`src/design/fwd_ctrl_defs.vh`:
```
`ifndef FWD_CTRL_DEFS_VH
`define FWD_CTRL_DEFS_VH
`define OFS_UNK_MCAST 12'h324
`define OFS_UNK_VLAN 12'h328
`define OFS_MAC_CTRL0 12'h330
`define FWD_EN_BIT 31
`define PORT_MASK_W 7
`define MC0_ALT_BACKOFF 7
`define MC0_LEN_CHECK 3
`define MC0_RSVD2 2
`define MC0_FC_DROP_MODE 1
`define MC0_AGGR_BACKOFF 0
`define UNK_RST 32'h00000000
`define MC0_RST 8'h04
`define MC0_RW_MASK 8'hff
`define LEN_CHECK_LIMIT 16'h05dc
`define FC_ETHERTYPE 16'h8808
`define FC_DA 48'h0180c2000001
`define RESP_OKAY 2'h0
`define RESP_SLVERR 2'h2
`endif

```
`src/design/unknown_fwd_and_mac_ctrl.v`:
```
// Operation
// - unknown multicast enable set: send such frames to the multicast port mask
// - unknown multicast enable clear: no mask redirection for such frames
// - multicast mask bits 6:0, bit 0 is port 1, one forwards
// - unknown VLAN enable set: send such frames to the VLAN port mask
// - unknown VLAN enable clear: no mask redirection for such frames
// - VLAN mask bits 6:0, bit 0 is port 1, one forwards
// - alternate back-off affects half-duplex ports only
// - length check on: drop frames whose length mismatches field below 1500
// - length check off: no length comparison at all
// - drop mode set: drop pause type or pause address frames
// - drop mode clear: drop only frames with both pause type and address
// - aggressive back-off on: aggressive half-duplex back-pressure back-off
// - precedence: unknown VLAN, then unknown unicast, then unknown multicast
//
// Register access over AXI4-Lite is this design's own decision.
`include "fwd_ctrl_defs.vh"
module unknown_fwd_and_mac_ctrl (
  input wire mclk_i,
  input wire rst_b_i,
  input wire [11:0] s_axi_awaddr_i,
  input wire s_axi_awvalid_i,
  output wire s_axi_awready_o,
  input wire [31:0] s_axi_wdata_i,
  input wire [3:0] s_axi_wstrb_i,
  input wire s_axi_wvalid_i,
  output wire s_axi_wready_o,
  output reg [1:0] s_axi_bresp_o,
  output reg s_axi_bvalid_o,
  input wire s_axi_bready_i,
  input wire [11:0] s_axi_araddr_i,
  input wire s_axi_arvalid_i,
  output wire s_axi_arready_o,
  output reg [31:0] s_axi_rdata_o,
  output reg [1:0] s_axi_rresp_o,
  output reg s_axi_rvalid_o,
  input wire s_axi_rready_i,
  input wire unk_vlan_i,
  input wire unk_ucast_i,
  input wire unk_mcast_i,
  input wire ucast_fwd_en_i,
  input wire [6:0] ucast_ports_i,
  input wire [15:0] type_len_i,
  input wire [15:0] actual_len_i,
  input wire [47:0] da_i,
  input wire [6:0] half_duplex_i,
  output reg redirect_o,
  output reg [6:0] redirect_ports_o,
  output reg len_drop_o,
  output reg fc_drop_o,
  output reg [6:0] alt_backoff_o,
  output reg aggr_backoff_o
);
  reg mcast_en;
  reg [6:0] mcast_ports;
  reg vlan_en;
  reg [6:0] vlan_ports;
  reg [7:0] mac_ctrl0;
  reg aw_held;
  reg [11:0] aw_addr;
  reg w_held;
  reg [31:0] w_data;
  reg [3:0] w_strb;
  wire do_write;
  wire [11:0] wr_addr;
  wire [31:0] wr_data;
  wire [3:0] wr_strb;
  wire next_redirect;
  wire [6:0] next_redirect_ports;
  wire next_len_drop;
  wire next_fc_drop;

  // full byte addresses kept here so that only the word index is compared
  localparam [11:0] ADDR_MCAST = `OFS_UNK_MCAST;
  localparam [11:0] ADDR_VLAN = `OFS_UNK_VLAN;
  localparam [11:0] ADDR_CTRL0 = `OFS_MAC_CTRL0;

  // address bits 1:0 are ignored: any access inside the word selects the register
  function hit_mcast;
    input [11:0] addr;
    begin
      hit_mcast = (addr[11:2] == ADDR_MCAST[11:2]);
    end
  endfunction

  function hit_vlan;
    input [11:0] addr;
    begin
      hit_vlan = (addr[11:2] == ADDR_VLAN[11:2]);
    end
  endfunction

  function hit_ctrl0;
    input [11:0] addr;
    begin
      hit_ctrl0 = (addr[11:2] == ADDR_CTRL0[11:2]);
    end
  endfunction

  // shared by the write response and the read response
  function mapped;
    input [11:0] addr;
    begin
      mapped = hit_mcast(addr) || hit_vlan(addr) || hit_ctrl0(addr);
    end
  endfunction

  // address and data are latched independently, so either may arrive first
  assign s_axi_awready_o = !aw_held && !s_axi_bvalid_o;
  assign s_axi_wready_o = !w_held && !s_axi_bvalid_o;
  assign wr_addr = aw_held ? aw_addr : s_axi_awaddr_i;
  assign wr_data = w_held ? w_data : s_axi_wdata_i;
  assign wr_strb = w_held ? w_strb : s_axi_wstrb_i;
  assign do_write = (aw_held || (s_axi_awvalid_i && s_axi_awready_o)) &&
                    (w_held || (s_axi_wvalid_i && s_axi_wready_o));

  always @(posedge mclk_i or negedge rst_b_i) begin
    if (!rst_b_i) begin
      aw_held <= 1'b0;
      aw_addr <= 12'h000;
      w_held <= 1'b0;
      w_data <= 32'h00000000;
      w_strb <= 4'h0;
      s_axi_bvalid_o <= 1'b0;
      s_axi_bresp_o <= `RESP_OKAY;
    end else begin
      if (do_write) begin
        aw_held <= 1'b0;
        w_held <= 1'b0;
        s_axi_bvalid_o <= 1'b1;
        s_axi_bresp_o <= mapped(wr_addr) ? `RESP_OKAY : `RESP_SLVERR;
      end else begin
        if (s_axi_awvalid_i && s_axi_awready_o) begin
          aw_held <= 1'b1;
          aw_addr <= s_axi_awaddr_i;
        end
        if (s_axi_wvalid_i && s_axi_wready_o) begin
          w_held <= 1'b1;
          w_data <= s_axi_wdata_i;
          w_strb <= s_axi_wstrb_i;
        end
        if (s_axi_bvalid_o && s_axi_bready_i)
          s_axi_bvalid_o <= 1'b0;
      end
    end
  end

  // reserved bits 30:7 of the two mask registers and 31:8 of MAC control 0 have no storage, so writes there vanish
  always @(posedge mclk_i or negedge rst_b_i) begin
    if (!rst_b_i) begin
      mcast_en <= 1'b0;
      mcast_ports <= 7'h00;
      vlan_en <= 1'b0;
      vlan_ports <= 7'h00;
      mac_ctrl0 <= `MC0_RST;
    end else if (do_write) begin
      if (hit_mcast(wr_addr)) begin
        if (wr_strb[3])
          mcast_en <= wr_data[`FWD_EN_BIT];
        if (wr_strb[0])
          mcast_ports <= wr_data[6:0];
      end
      if (hit_vlan(wr_addr)) begin
        if (wr_strb[3])
          vlan_en <= wr_data[`FWD_EN_BIT];
        if (wr_strb[0])
          vlan_ports <= wr_data[6:0];
      end
      if (hit_ctrl0(wr_addr) && wr_strb[0])
        mac_ctrl0 <= wr_data[7:0] & `MC0_RW_MASK;
    end
  end

  assign s_axi_arready_o = !s_axi_rvalid_o;

  always @(posedge mclk_i or negedge rst_b_i) begin
    if (!rst_b_i) begin
      s_axi_rvalid_o <= 1'b0;
      s_axi_rdata_o <= 32'h00000000;
      s_axi_rresp_o <= `RESP_OKAY;
    end else if (s_axi_arvalid_i && s_axi_arready_o) begin
      s_axi_rvalid_o <= 1'b1;
      s_axi_rresp_o <= mapped(s_axi_araddr_i) ? `RESP_OKAY : `RESP_SLVERR;
      // unmapped words read zero so software never sees stale data
      if (hit_mcast(s_axi_araddr_i))
        s_axi_rdata_o <= {mcast_en, 24'h000000, mcast_ports};
      else if (hit_vlan(s_axi_araddr_i))
        s_axi_rdata_o <= {vlan_en, 24'h000000, vlan_ports};
      else if (hit_ctrl0(s_axi_araddr_i))
        s_axi_rdata_o <= {24'h000000, mac_ctrl0};
      else
        s_axi_rdata_o <= 32'h00000000;
    end else if (s_axi_rvalid_o && s_axi_rready_i) begin
      s_axi_rvalid_o <= 1'b0;
    end
  end

  frame_policy u_policy (
    .unk_vlan_i(unk_vlan_i),
    .unk_ucast_i(unk_ucast_i),
    .unk_mcast_i(unk_mcast_i),
    .ucast_fwd_en_i(ucast_fwd_en_i),
    .ucast_ports_i(ucast_ports_i),
    .mcast_fwd_en_i(mcast_en),
    .mcast_ports_i(mcast_ports),
    .vlan_fwd_en_i(vlan_en),
    .vlan_ports_i(vlan_ports),
    .len_check_i(mac_ctrl0[`MC0_LEN_CHECK]),
    .fc_drop_mode_i(mac_ctrl0[`MC0_FC_DROP_MODE]),
    .type_len_i(type_len_i),
    .actual_len_i(actual_len_i),
    .da_i(da_i),
    .redirect_o(next_redirect),
    .redirect_ports_o(next_redirect_ports),
    .len_drop_o(next_len_drop),
    .fc_drop_o(next_fc_drop)
  );

  // decisions are registered: one cycle from frame inputs to verdict
  always @(posedge mclk_i or negedge rst_b_i) begin
    if (!rst_b_i) begin
      redirect_o <= 1'b0;
      redirect_ports_o <= 7'h00;
      len_drop_o <= 1'b0;
      fc_drop_o <= 1'b0;
      alt_backoff_o <= 7'h00;
      aggr_backoff_o <= 1'b0;
    end else begin
      redirect_o <= next_redirect;
      redirect_ports_o <= next_redirect_ports;
      len_drop_o <= next_len_drop;
      fc_drop_o <= next_fc_drop;
      alt_backoff_o <= {7{mac_ctrl0[`MC0_ALT_BACKOFF]}} & half_duplex_i;
      aggr_backoff_o <= mac_ctrl0[`MC0_AGGR_BACKOFF];
    end
  end
endmodule

```
`src/design/frame_policy.v`:
```
`include "fwd_ctrl_defs.vh"
// per-frame decisions from the configuration bits
module frame_policy (
  input wire unk_vlan_i,
  input wire unk_ucast_i,
  input wire unk_mcast_i,
  input wire ucast_fwd_en_i,
  input wire [6:0] ucast_ports_i,
  input wire mcast_fwd_en_i,
  input wire [6:0] mcast_ports_i,
  input wire vlan_fwd_en_i,
  input wire [6:0] vlan_ports_i,
  input wire len_check_i,
  input wire fc_drop_mode_i,
  input wire [15:0] type_len_i,
  input wire [15:0] actual_len_i,
  input wire [47:0] da_i,
  output reg redirect_o,
  output reg [6:0] redirect_ports_o,
  output wire len_drop_o,
  output wire fc_drop_o
);
  wire is_fc_type;
  wire is_fc_da;
  assign is_fc_type = (type_len_i == `FC_ETHERTYPE);
  assign is_fc_da = (da_i == `FC_DA);
  // only the top-precedence category is used, even when its enable is clear
  always @* begin
    redirect_o = 1'b0;
    redirect_ports_o = 7'h00;
    if (unk_vlan_i) begin
      redirect_o = vlan_fwd_en_i;
      redirect_ports_o = vlan_fwd_en_i ? vlan_ports_i : 7'h00;
    end else if (unk_ucast_i) begin
      redirect_o = ucast_fwd_en_i;
      redirect_ports_o = ucast_fwd_en_i ? ucast_ports_i : 7'h00;
    end else if (unk_mcast_i) begin
      redirect_o = mcast_fwd_en_i;
      redirect_ports_o = mcast_fwd_en_i ? mcast_ports_i : 7'h00;
    end
  end
  assign len_drop_o = len_check_i && (type_len_i < `LEN_CHECK_LIMIT) &&
                      (actual_len_i != type_len_i);
  assign fc_drop_o = fc_drop_mode_i ? (is_fc_type | is_fc_da)
                                    : (is_fc_type & is_fc_da);
endmodule

```
`config.mk`:
```
export PLATFORM = sky130hd
export DESIGN_NAME = unknown_fwd_and_mac_ctrl
export DESIGN_NICKNAME = d
export VERILOG_FILES = /design/src/design/unknown_fwd_and_mac_ctrl.v /design/src/design/frame_policy.v
export VERILOG_INCLUDE_DIRS = /design/src /design/src/design
export SDC_FILE = /design/constraint.sdc
export NUM_CORES = 1
export LEC_CHECK = 0
export ABC_CLOCK_PERIOD_IN_PS = 1950
export BUFFER_PORTS_ARGS = -buffer_cell sky130_fd_sc_hd__buf_2
export CORE_MARGIN = 1
export CORE_UTILIZATION = 45
export DETAILED_ROUTE_END_ITERATION = 16
export PLACE_DENSITY_LB_ADDON = 0.12
export SYNTH_ARGS = -nofsm -noshare
export SYNTH_HDL_FRONTEND = slang
export SYNTH_SLANG_ARGS = --single-unit
```
`constraint.sdc`:
```
create_clock -name mclk_i -period 1.95 [get_ports mclk_i]
set_input_delay 0.39 -clock mclk_i [delete_from_list [all_inputs] [get_ports mclk_i]]
set_output_delay 0.39 -clock mclk_i [all_outputs]
set_load 0.03 [all_outputs]
```
== After elaboration in Yosys (flattened, before gate mapping) ==
Cells that the tools add are included.
Operators by class
  magnitude comparators: 1
  equal/unequal tests: 9
  multiplexer cells: 26
  bitwise logic cells: 4
  reduce and logical (&&, ||, !) cells: 32
Operators by type and width (count)
  $mux W32: 3
  $eq A10 B8 Y1 const B: 6
  $eq A48 B41 Y1 const B: 1
  $mux W7: 6
  $eq A16 B16 Y1 const B: 1
  $lt A16 B11 Y1 const B: 1
  $ne A16 B16 Y1: 1
  $mux W1: 12
  $mux W12: 1
  $reduce_and A3 Y1: 4
  $logic_and A1 B1 Y1: 11
  $mux W8: 1
  $reduce_bool A2 Y1: 4
  $and A7 B7 Y7: 1
  $logic_or A1 B1 Y1: 6
  $reduce_and A2 Y1: 3
  $logic_not A1 Y1: 4
  $mux W2: 2
  $mux W4: 1
  $and A1 B1 Y1: 1
  $not A1 Y1: 1
  $or A1 B1 Y1: 1
Word-level totals
  flip-flop bits (word level): 130
  input port bits: 165
  output and inout port bits: 59
  logic and storage cells: 93

== Longest topological paths before layout ==
Gate-level depths: netlist of run 1.
  depth after elaboration: 7
  depth in mapped cells: 5
  gate-level depth less buffers: 4

== Cells and area by module ==
Synthesis of run 1 repeated with hierarchy kept, for this count alone.
Second synthesis, totals
  cell total of the unflattened synthesis: 348
  area total of the unflattened synthesis: 4108.9 µm²
By module, submodules not included
  unknown_fwd_and_mac_ctrl: times used 1, cells each 268, area each 3547.2 µm², seq. area each 1953.1 µm²
  frame_policy: times used 1, cells each 80, area each 561.8 µm², seq. area each 0.0 µm²

== Worst setup path before layout of run 1 ==
OpenSTA, ideal clock, no wires.
  path type: register to register
  start: reg s_axi_bvalid_o
  end: reg w_data[0]
  setup time: 0.125 ns
  arrival time: 1.881 ns
  data required time: 1.825 ns
  slack: -0.056 ns
  cell stages (with the launch flop): 5
  path buffers: 1
  period minus slack after synthesis: 2.006 ns
  path through: dfrtp_1 -> nor2_1 -> and3_1 -> buf_2 -> mux2_2
On the way
  word-level cells in the longest chain between the ends: 7
  elaborated cells between the ends (all ways): 10
  classes of those cells: bitwise (1); reduce/logical (9)
Ends and longest elaborated chain
  start, declared: RTL line unknown_fwd_and_mac_ctrl.v:29  | output reg s_axi_bvalid_o,
  start signal, assigned: RTL line unknown_fwd_and_mac_ctrl.v:124  | s_axi_bvalid_o <= 1'b0;
  start signal, assigned: RTL line unknown_fwd_and_mac_ctrl.v:130  | s_axi_bvalid_o <= 1'b1;
  start signal, assigned: RTL line unknown_fwd_and_mac_ctrl.v:143  | s_axi_bvalid_o <= 1'b0;
  $logic_not A1 Y1: RTL line unknown_fwd_and_mac_ctrl.v:109  | assign s_axi_awready_o = !aw_held && !s_axi_bvalid_o;
  $logic_and A1 B1 Y1: RTL line unknown_fwd_and_mac_ctrl.v:109
  via s_axi_awready_o: RTL line unknown_fwd_and_mac_ctrl.v:23  | output wire s_axi_awready_o,
  $logic_and A1 B1 Y1: RTL line unknown_fwd_and_mac_ctrl.v:114  | assign do_write = (aw_held || (s_axi_awvalid_i && s_axi_awready_o)) &&
  $logic_or A1 B1 Y1: RTL line unknown_fwd_and_mac_ctrl.v:114
  $logic_and A1 B1 Y1: RTL line unknown_fwd_and_mac_ctrl.v:114
  $not A1 Y1 (no source line)
  $reduce_and A2 Y1 (no source line)
  end signal, assigned: RTL line unknown_fwd_and_mac_ctrl.v:139  | w_data <= s_axi_wdata_i;
  end, declared: RTL line unknown_fwd_and_mac_ctrl.v:62  | reg [31:0] w_data;
The timed path passes the listed nets, and every way through them passes these cells.
A chain may end at the register's enable or synchronous reset.

== Final worst setup path of run 1 ==
  start: reg aw_held
  end: reg mac_ctrl0[3]
On the way
  word-level cells in the longest chain between the ends: 6
  elaborated cells between the ends (all ways): 9
  classes of those cells: eq/ne (1); mux (1); reduce/logical (7)
Ends and longest elaborated chain
  start, declared: RTL line unknown_fwd_and_mac_ctrl.v:59  | reg aw_held;
  start signal, assigned: RTL line unknown_fwd_and_mac_ctrl.v:119  | aw_held <= 1'b0;
  start signal, assigned: RTL line unknown_fwd_and_mac_ctrl.v:128  | aw_held <= 1'b0;
  start signal, assigned: RTL line unknown_fwd_and_mac_ctrl.v:134  | aw_held <= 1'b1;
  parallel branches: the longest is 5 deep, another holds $mux W12
  $reduce_and A2 Y1 (no source line) *
  end signal, assigned: RTL line unknown_fwd_and_mac_ctrl.v:155  | mac_ctrl0 <= `MC0_RST;
  end signal, assigned: RTL line unknown_fwd_and_mac_ctrl.v:170  | mac_ctrl0 <= wr_data[7:0] & `MC0_RW_MASK;
  end, declared: RTL line unknown_fwd_and_mac_ctrl.v:58  | reg [7:0] mac_ctrl0;
Every way passes the cells marked *.

==> results of run 1 <==
==> final timing paths <==
check                      slack (ns)            from  cells after the start        endpoint
max in group asynchronous        0.85         rst_b_i                      3    mac_ctrl0[1]
max                              0.05         aw_held                      5    mac_ctrl0[3]
max reg2reg                      0.05         aw_held                      5    mac_ctrl0[3]
min in group asynchronous        0.51         rst_b_i                      2      aw_addr[5]
min                              0.20  s_axi_rready_i                      2  s_axi_rvalid_o
min reg2reg                      0.46    mac_ctrl0[0]                      0  aggr_backoff_o
==> sequential cells by signal, indices dropped and copies added, names as in the netlist, 2 cells and up <==
signal / count
mac_ctrl0: 8
alt_backoff_o: 7
s_axi_rdata_o: 9
w_strb: 2
mcast_ports: 7
w_data: 9
redirect_ports_o: 7
aw_addr: 10
vlan_ports: 7
==> metal layers <==
layer	vias to the layer above	wire, um
met5	-	0
met4	0	87
met3	10	678
met2	132	5080
met1	1664	4310
li1	1662	-
==> cells by family after synthesis <==
logic type,after synthesis,share of synthesized area [%]
AND/OR/NAND/NOR,118,17.5
flip-flops,78,47.8
multiplexers,56,15.4
AO/OA/AOI/OAI,52,9.55
buffers and inverters,37,5.79
XOR/XNOR,17,3.64
adder cells (fa/ha/maj),1,0.245
other,1,0.0917
==> area by class of cell <==
cell class	instances	area (um^2)
clock buffer	9	124
fill	737	3380
timing repair buffer	191	1070
sequential	78	1950
tap	108	135
multi-input combinational	269	2000
inverter	2	7.51
clock inverter	6	87.6
==> layout by cell type (no fill, tap or decap), types with 2 or more instances in the layout <==
cell type,n
nor4b_1,9
o2bb2ai_1,4
a211oi_1,4
conb_1,25
a21o_1,3
bufinv_16,2
and4bb_2,3
and2_1,9
a21oi_1,7
nand2b_1,2
clkbuf_8,9
nor3_1,3
nor4_1,8
nand3_1,11
mux2_2,54
nor2b_1,10
a32oi_1,4
buf_12,4
xnor2_1,16
nand2_1,18
nor4_2,2
nor2_1,20
a21oi_4,3
nand4b_1,4
a22oi_1,6
dfrtp_1,77
o21ai_0,11
buf_2,168
clkinvlp_4,3
o21bai_1,2
inv_1,2
nand4_1,11
buf_4,17
==> power groups by stage <==
stage | Combinational [W] | Sequential (W) | Clock, W
after global routing | 0.00156 | 0.00215 | 0.00139
after global placement | 0.00140 | 0.00210 | 0
after floorplan | 0.000901 | 0.00217 | 0
after detailed placement | 0.00143 | 0.00213 | 0
after CTS | 0.00144 | 0.00210 | 0.00134
final | 0.00144 | 0.00210 | 0.00131
==> critical path: cells and delay by family, from the launching register on <==
kind                   cells  cell delay, ns
AND/OR/NAND/NOR            2            0.63
flip-flops                 1            0.42
multiplexers               1            0.33
AO/OA/AOI/OAI              1            0.24
buffers and inverters      1            0.15
==> through the flow <==
stage	util, %	setup WS [ns]	total power (W)	cells	TNS (ns)
3_3_place_gp	58.7	0.00416	0.00350	647	0
3_5_place_dp	58.7	-0.0655	0.00356	647	-0.459
5_1_grt	61.4	-0.0337	0.00510	663	-0.209
6_report	61.4	0.0541	0.00485	663	0
4_1_cts	61.2	0.0212	0.00487	663	0
2_1_floorplan	-	0.130	0.00307	384	0
==> what timing repair did <==
item                                   CTS  global route
hold buffers                             1             0
setup endpoints to repair                0            16
resized for setup                        0             4
endpoints found under the hold margin   29             0
==> results.py, run 1 <==
metrics = {
    "clock_tree": {
        "insertion_delay_ns": 0.35,
        "numCtsBuffers": 9,
        "clkTransAtPathRegs_ns": 0.08,
        "cts_tree": "built",
        "cts_buffer_depth": 2,
        "cts.sinks": 78,
        "cts-root-buf": "clkbuf_8",
        "post-cts-setup-buffer-count": 0,
        "htree_levels": 3,
    },
    "yosys": {
        "synthTopCellsByCount": "dfrtp_1, mux2_2, buf_4, nor2_1, nand2_1",
        "synthFlopType": "dfrtp_1",
        "synth_seq_cells": 78,
        "synth_area_um2": 4090,
        "ys_async_sr_fraction_pct": 100,
        "synth_most_common_cell": "dfrtp_1",
        "synth_edf_count": 0,
        "yosys.area.top_type_share_pct": 47.1,
        "yosysTopAreaCell": "dfrtp_1",
        "postSynthAreaPerCell_um2": 11.4,
        "synthTopCellsByArea": "dfrtp_1, mux2_2, buf_4, xnor2_1, nor2_1",
        "ys_seq_area_share_pct": 47.8,
        "ys_types": 51,
        "yosys_warnings": 0,
        "syn_inst": 360,
    },
    "die": {
        "rows": 34,
        "die_w_um": 97.3,
        "io_pins": 224,
        "initial_core_util_pct": 46.6,
        "dieArea_um2": 9470,
        "core_um2": 8760,
        "fp.dieH_um": 97.3,
    },
    "status": {
        "outcome": "complete, no violations",
    },
    "detailed_routing": {
        "drtPass1Iterations": 4,
        "drtAntennaViolNets": 0,
        "vias_per_cell": 5.23,
        "totalWireLength_um": 10200,
        "post_drt_wl_per_cell_um": 15.3,
        "drtIter0Drc": 200,
        "vias": 3468,
        "drc_errors": 0,
    },
    "power_and_ir_drop": {
        "switching_share_pct": 31.5,
        "ir_drop_v": 0.000451,
        "p_switching_w": 0.00153,
        "internal_power_w": 0.00332,
        "pwr-share-seq_pct": 43.4,
        "clockPowerShare_pct": 27.0,
        "pwr-share-comb_pct": 29.6,
        "p_leak_nw": 2.63,
        "p_per_area_nw_per_um2": 901,
    },
    "global_route": {
        "use_met3_pct": 5.54,
        "use_met1_pct": 28.1,
        "grt.met2_usage_pct": 36.7,
        "antenna_found_initial": 0,
        "grt_overflow": 0,
        "grt_max_degree": 33,
        "grt_busiest_layer": "met2",
        "grt_pass1_wl_um": 16500,
        "grt_use_total_pct": 21.8,
        "grt_pass1_vias": 3427,
    },
    "worst_setup_path": {
        "cpMaxStageDelayCell": "dfrtp_1",
        "critPathMaxStageDelay_ns": 0.42,
        "critPathLaunchType": "flop",
        "endpoint_kind": "flop",
        "worst-setup-path-type": "flop to flop",
        "cp_max_fo": 8,
        "arrival_ns": 2.13,
        "crit_required_ns": 2.18,
        "worstPathCellList": "nor4b_4, nand4b_1, a21oi_4, buf_12, mux2_2",
    },
    "finish": {
        "n_antenna_cell": 0,
        "areaGrowthSynthToFinish_pct": 31.6,
        "fin_area_um2": 5380,
        "drive_above_1_share_pct": 49.4,
        "nNetsFinal": 716,
    },
    "place": {
        "gp_congestion": 0.832,
        "dp_hpwl_um": 8000,
        "port_buffers": 169,
        "place_area_um2": 5140,
    },
    "worst_hold_path": {
        "holdCritPathClass": "input port to flop",
    },
    "timing": {
        "whs_ns": 0.203,
        "finalMaxSlewViolations": 0,
        "fmax_mhz": 527,
        "finClkSkew_ns": 0.00711,
        "setup_viol": 0,
        "hold_violations": 0,
        "fin_crit_sh_pct": 97.2,
        "min_period_ns": 1.90,
    },
    "job": {
        "max-cap-violations": 0,
    },
}
Note: power is estimated with default switching activity, not from simulation.
==> run 2: changes to the inputs <==
--- a/config.mk
+++ b/config.mk
@@ -6,10 +6,12 @@
 export SDC_FILE = /design/constraint.sdc
 export NUM_CORES = 1
 export LEC_CHECK = 0
+export ABC_AREA = 1
 export ABC_CLOCK_PERIOD_IN_PS = 1950
 export BUFFER_PORTS_ARGS = -buffer_cell sky130_fd_sc_hd__buf_2
+export CAP_MARGIN = 20
 export CORE_MARGIN = 1
-export CORE_UTILIZATION = 45
+export CORE_UTILIZATION = 46
 export DETAILED_ROUTE_END_ITERATION = 16
 export PLACE_DENSITY_LB_ADDON = 0.12
 export SYNTH_ARGS = -nofsm -noshare
==> run 2 against run 1 <==
  * The run now ends with negative hold slack left
  * Area after synthesis is 8.0% higher
  * Sequential power is essentially flat
  * Register-to-register slack better by 0.26 ns
  * Utilization is 1.8 points lower
  * Via count rose by 19%
  * Clock power about the same
  * Critical path type is now flop to output port
==> results.py, run 2 <==
metrics = {
    "global_route": {
        "grt_pass1_wl_um": 17900,
        "antenna_found_initial": 1,
        "grt_max_degree": 50,
        "grt_pass1_vias": 3936,
        "grt_use_total_pct": 22.7,
        "grt.met2_usage_pct": 40.1,
        "use_met1_pct": 27.9,
        "use_met3_pct": 2.92,
        "grt_overflow": 0,
        "grt_busiest_layer": "met2",
    },
    "die": {
        "initial_core_util_pct": 47.6,
        "dieArea_um2": 10000,
        "fp.dieH_um": 100,
        "die_w_um": 100,
        "rows": 35,
        "core_um2": 9280,
        "io_pins": 224,
    },
    "yosys": {
        "ys_types": 37,
        "synth_seq_cells": 78,
        "ys_async_sr_fraction_pct": 100,
        "yosysTopAreaCell": "dfrtp_1",
        "ys_seq_area_share_pct": 44.2,
        "synth_edf_count": 0,
        "synth_area_um2": 4420,
        "postSynthAreaPerCell_um2": 7.80,
        "yosys_warnings": 0,
        "synthTopCellsByCount": "nand2_1, dfrtp_1, nor2_1, inv_1, nand3_1",
        "synthTopCellsByArea": "dfrtp_1, nand2_1, nor2_1, inv_1, nand3_1",
        "syn_inst": 566,
        "synthFlopType": "dfrtp_1",
        "synth_most_common_cell": "nand2_1",
        "yosys.area.top_type_share_pct": 43.6,
    },
    "detailed_routing": {
        "drtIter0Drc": 165,
        "post_drt_wl_per_cell_um": 12.5,
        "vias": 4112,
        "drtPass1Iterations": 4,
        "vias_per_cell": 4.70,
        "drc_errors": 0,
        "totalWireLength_um": 11000,
        "drtAntennaViolNets": 0,
    },
    "finish": {
        "multiInputGateArea_um2": 2060,
        "final_common_cell": "buf_2",
        "layout_common_cells": "buf_2, nand2_1, dfrtp_1",
        "nNetsFinal": 905,
        "drive_above_1_share_pct": 31.4,
        "fillers": 859,
        "largest_reg_flops": 10,
        "reg_top3": "aw_addr: 10 flops, s_axi_rdata_o: 9 flops, w_data: 9 flops",
        "final_util_pct": 59.6,
        "areaGrowthSynthToFinish_pct": 25.3,
        "seq_area_um2": 1950,
        "largest-register": "aw_addr",
    },
    "timing": {
        "fin_ws_ns": 0.281,
        "min_period_ns": 1.67,
        "fmax_mhz": 599,
        "tightest_slew_ns": 0.570,
        "whs_ns": -0.00144,
        "relSlewSlack_pct": 61.8,
        "fin_crit_sh_pct": 85.6,
        "setup_viol": 0,
        "rsz0062_at_grt": "no",
        "tns_ns": 0,
        "finClkSkew_ns": 0.00907,
        "hold_violations": 2,
        "finalMaxSlewViolations": 0,
    },
    "worst_setup_path": {
        "reg2reg_depth": 7,
        "endpoint_kind": "output port",
        "critPathLaunchType": "flop",
        "worst_r2r_startpoint": "aw_held",
        "worst-setup-path-type": "flop to output port",
        "startpoint": "w_held",
        "crit_required_ns": 1.56,
        "cp_max_fo": 19,
        "crit_end": "s_axi_wready_o",
        "r2r_slack_ns": 0.31,
        "arrival_ns": 1.28,
        "timing.rr.end": "mac_ctrl0[1]",
    },
    "power_and_ir_drop": {
        "p_leak_nw": 3.07,
        "p_per_area_nw_per_um2": 875,
        "power.total_w": 0.00484,
        "ir_drop_v": 0.000718,
    },
    "clock_tree": {
        "insertion_delay_ns": 0.35,
        "clkTransAtPathRegs_ns": 0.09,
        "cts.sinks": 78,
        "cts-root-buf": "clkbuf_8",
        "ctsHoldBuffers": 0,
        "cts_buffer_depth": 2,
        "numCtsBuffers": 9,
        "htree_levels": 3,
        "cts_tree": "built",
        "post-cts-setup-buffer-count": 0,
    },
    "place": {
        "dp_hpwl_um": 8740,
        "gp_congestion": 0.841,
        "dp_slack_ns": 0.172,
        "port_buffers": 169,
    },
    "job": {
        "max-cap-violations": 0,
    },
    "status": {
        "failed_checks": "negative hold slack",
        "outcome": "finished with violations",
    },
    "worst_hold_path": {
        "holdCritPathClass": "input port to asynchronous set/reset pin",
    },
}
-- run 2: cell families (layout without fill, tap and decap cells) --
logic type,after synthesis,count (layout),synth area share [%]
simple gates,300,300,31.0
buf+inv,100,255,11.2
flops,78,78,44.2
compound gates,65,65,8.67
xor+xnor,14,14,2.78
mux,8,8,2.01
other cells,1,26,0.0849
-- run 2: critical path, stage by stage, from the launching register on --
cell and delay [ns]:
dfrtp_1 0.42, buf_4 0.21, nor2_1 0.11, buf_2 0.20
-- run 2: final cells by class --
class | count | share of cell area [%]
Sequential cell | 78 | 35.3
Tap cell | 129 | 2.92
Antenna cell | 1 | 0.0452
Clock inverter | 7 | 1.42
Clock buffer | 9 | 2.24
Multi-Input combinational cell | 412 | 37.1
Timing Repair Buffer | 178 | 16.8
Inverter | 61 | 4.14
-- run 2: repair_timing --
| action | in CTS | in global routing |
|---|---|---|
| setup endpoints to repair | 0 | 7 |
| gates resized for setup | 0 | 1 |
| endpoints found under the hold margin | 0 | 0 |
-- run 2: metal layers --
| layer | routed length, um | share of wire [%] | up-vias |
|---|---|---|---|
| li1 | - | - | 2114 |
| met1 | 4680 | 43 | 1838 |
| met2 | 5430 | 49 | 141 |
| met3 | 620 | 5.7 | 19 |
| met4 | 243 | 2.2 | 0 |
| met5 | 0 | 0 | - |
-- run 2: through the flow --
| stage | cell area (um^2) | std cells |
|---|---|---|
| floorplan | 4510 | 590 |
| global placement | 5330 | 858 |
| detailed placement | 5330 | 858 |
| CTS | 5530 | 874 |
| global route | 5530 | 875 |
| finish | 5530 | 875 |
-- run 2: how the worst min path moves through the flow --
| stage | depth (start not counted) | from | end |
|---|---|---|---|
| global route | 2 | rst_b_i | s_axi_rdata_o[3] |
| finish | 2 | rst_b_i | s_axi_rdata_o[3] |
| detailed placement | 2 | rst_b_i | s_axi_rdata_o[3] |
| CTS | 2 | rst_b_i | s_axi_rdata_o[3] |
| floorplan | 0 | rst_b_i | aggr_backoff_o |
| global placement | 2 | rst_b_i | s_axi_rresp_o[1] |
-- run 2: power breakdown --
part           internal, W  switching [W]  leakage (nW)
logic             0.000532       0.000959          1.94
registers          0.00189       0.000183          1.02
clock network     0.000613       0.000666         0.105
total              0.00303        0.00181          3.07
==> run 3: changes to the inputs <==
--- a/config.mk
+++ b/config.mk
@@ -10,10 +10,11 @@
 export ABC_CLOCK_PERIOD_IN_PS = 1950
 export BUFFER_PORTS_ARGS = -buffer_cell sky130_fd_sc_hd__buf_2
 export CAP_MARGIN = 20
-export CORE_MARGIN = 1
-export CORE_UTILIZATION = 46
+export CORE_UTILIZATION = 47
 export DETAILED_ROUTE_END_ITERATION = 16
+export GPL_TIMING_DRIVEN = 0
 export PLACE_DENSITY_LB_ADDON = 0.12
 export SYNTH_ARGS = -nofsm -noshare
 export SYNTH_HDL_FRONTEND = slang
+export SYNTH_HIERARCHICAL = 1
 export SYNTH_SLANG_ARGS = --single-unit
==> run 3 against run 2 <==
  * The flow still finishes with violations (negative hold slack)
  * Clock power shrank 5%
  * Combinational power grew 22%
  * Via count grew 13%
  * Wire length grew 11%
  * Largest power group unchanged
==> results.py, run 3 <==
metrics = {
    "status": {
        "outcome": "finished with violations",
        "failed_checks": "negative hold slack",
    },
    "yosys": {
        "ys_types": 31,
        "yosys_warnings": 6,
        "synthFlopType": "dfrtp_1",
        "syn_inst": 649,
        "synth_area_um2": 4630,
        "ys_seq_area_share_pct": 42.2,
        "synthTopCellsByArea": "dfrtp_1, nand2_1, nor2_1, inv_1, nand3_1",
        "yosys.area.top_type_share_pct": 41.7,
        "synthTopCellsByCount": "nand2_1, nor2_1, dfrtp_1, inv_1, nand3_1",
        "synth_most_common_cell": "nand2_1",
        "yosysTopAreaCell": "dfrtp_1",
        "synth_edf_count": 0,
        "postSynthAreaPerCell_um2": 7.13,
        "synth_seq_cells": 78,
        "ys_async_sr_fraction_pct": 100,
    },
    "job": {
        "max-cap-violations": 0,
    },
    "clock_tree": {
        "insertion_delay_ns": 0.35,
        "cts_resized": 0,
        "post-cts-setup-buffer-count": 0,
        "cts_tree": "built",
        "numCtsBuffers": 9,
        "clkTransAtPathRegs_ns": 0.08,
        "cts_buffer_depth": 2,
        "ctsHoldBuffers": 0,
        "cts-root-buf": "clkbuf_8",
        "cts.sinks": 78,
        "htree_levels": 3,
    },
    "timing": {
        "setup_viol": 0,
        "fin_crit_sh_pct": 83.8,
        "finClkSkew_ns": 0.00970,
        "hold_violations": 4,
        "rsz0062_at_grt": "no",
        "whs_ns": -0.00141,
        "finalMaxSlewViolations": 0,
        "tightest_slew_ns": 0.547,
        "min_period_ns": 1.63,
        "tns_ns": 0,
        "fmax_mhz": 612,
        "relSlewSlack_pct": 63.4,
    },
    "detailed_routing": {
        "vias": 4652,
        "post_drt_wl_per_cell_um": 12.3,
        "vias_per_cell": 4.69,
        "drtAntennaViolNets": 0,
        "totalWireLength_um": 12200,
        "drtIter0Drc": 291,
        "drc_errors": 0,
        "drtPass1Iterations": 5,
    },
    "die": {
        "initial_core_util_pct": 49.4,
        "core_um2": 9370,
        "rows": 35,
        "io_pins": 224,
        "dieArea_um2": 10200,
        "die_w_um": 101,
        "fp.dieH_um": 101,
    },
    "place": {
        "dp_hpwl_um": 9770,
        "port_buffers": 169,
        "gp_congestion": 0.835,
        "place_area_um2": 5750,
    },
    "worst_setup_path": {
        "worst_r2r_startpoint": "aw_held",
        "crit_required_ns": 2.20,
        "endpoint_kind": "flop",
        "startpoint": "aw_held",
        "cp_max_fo": 10,
        "critPathLaunchType": "flop",
        "arrival_ns": 1.88,
        "worst-setup-path-type": "flop to flop",
    },
    "power_and_ir_drop": {
        "ir_drop_v": 0.000651,
        "power.total_w": 0.00515,
        "p_per_area_nw_per_um2": 865,
        "pwr-share-comb_pct": 35.4,
        "switching_share_pct": 39.4,
        "internal_power_w": 0.00312,
        "p_leak_nw": 3.43,
        "clockPowerShare_pct": 23.8,
        "pwr-share-seq_pct": 40.8,
        "p_switching_w": 0.00202,
    },
    "worst_hold_path": {
        "holdCritPathClass": "input port to asynchronous set/reset pin",
    },
    "finish": {
        "layout_common_cells": "nand2_1, buf_2, nor2_1",
        "drive_above_1_share_pct": 29.5,
        "nNetsFinal": 1019,
        "largest_reg_flops": 10,
        "final_common_cell": "nand2_1",
        "largest-register": "aw_addr",
        "fin_area_um2": 5950,
        "areaGrowthSynthToFinish_pct": 28.6,
        "reg_top3": "aw_addr: 10 flops, s_axi_rdata_o: 9 flops, w_data: 9 flops",
    },
    "global_route": {
        "grt_max_degree": 43,
        "antenna_found_initial": 3,
        "grt_overflow": 0,
        "grt_pass1_vias": 4388,
        "grt_use_total_pct": 24.5,
        "grt_pass1_wl_um": 19600,
    },
}
-- run 3: cell count changes in the layout (fill, tap and decap cells not counted), sizes merged, moves of 4 or more --
cell / previous run / this run
xor2: 4 / 0
xnor2: 10 / 4
nor2: 68 / 97
mux2: 7 / 0
inv: 66 / 83
buf: 178 / 202
nand2: 154 / 210
nand3: 43 / 53
nand4: 19 / 24
clkbuf: 9 / 16
o21ai: 53 / 46
-- run 3: layout make-up --
class / count / area [um^2]
fillers: 889 / 3420
multi-input cells: 473 / 2180
flip-flops and latches: 78 / 1950
repair buffers: 170 / 868
inverters: 84 / 320
plain buffers: 38 / 264
well taps: 129 / 161
clock buffers: 10 / 128
clock inverters: 6 / 70.1
diodes: 3 / 7.51
-- run 3: per-layer routing --
metal / global-route usage [%] / wire length (um) / vias to the layer above
met5: 0 / 0 / -
met4: 10.6 / 250 / 0
met3: 5.31 / 771 / 17
met2: 43.7 / 6230 / 167
met1: 28.3 / 4930 / 2063
li1: - / - / 2405
-- run 3: critical path, stage by stage, from the launching register on --
cell     delay (ns)
dfrtp_1        0.39
buf_6          0.15
nor2_1         0.17
nand2_1        0.08
nor2_1         0.12
nor2_2         0.11
nor2_4         0.22
nand3_4        0.15
nand2_1        0.09
nand2_1        0.05
-- run 3: worst paths after layout --
kind	endpoint	slack [ns]	depth (start not counted)
min in group mclk_i	alt_backoff_o[2]	0.22	3
hold reg to reg	aggr_backoff_o	0.44	0
setup reg to reg	vlan_ports[1]	0.32	9
max in group asynchronous	mac_ctrl0[2]	1.32	2
hold / removal	s_axi_bvalid_o	-0.001	1
setup / recovery	vlan_ports[1]	0.32	9
-- run 3: cells by family (layout without fill, tap and decap cells) --
kind of cell	count (synthesis)	after routing	share of synthesized area (%)
AOI/OAI and AO/OA	55	55	6.65
xor gates and xnor gates	4	4	0.757
buffers and inverters	122	308	12.6
DFF	78	78	42.2
other	1	28	0.0811
and+or+nand+nor	389	389	37.7
-- run 3: stage by stage --
step	std cells	worst slack (ns)	utilization [%]	hold slack, ns
2_1_floorplan	673	0.250	-	0.0944
3_3_place_gp	971	-0.0394	61.1	0.416
3_5_place_dp	972	0.314	61.3	0.382
4_1_cts	988	0.325	63.4	0.00148
5_1_grt	991	0.200	63.5	0.0176
6_report	991	0.316	63.5	-0.00141
-- run 3: power by group through the flow --
| stage | combinational (W) | clock (W) | sequential [W] |
|---|---|---|---|
| 3_3_place_gp | 0.00177 | 0 | 0.00212 |
| 3_5_place_dp | 0.00183 | 0 | 0.00213 |
| 4_1_cts | 0.00183 | 0.00125 | 0.00210 |
| 5_1_grt | 0.00202 | 0.00132 | 0.00214 |
| 6_report | 0.00182 | 0.00122 | 0.00210 |
| 2_1_floorplan | 0.00118 | 0 | 0.00222 |
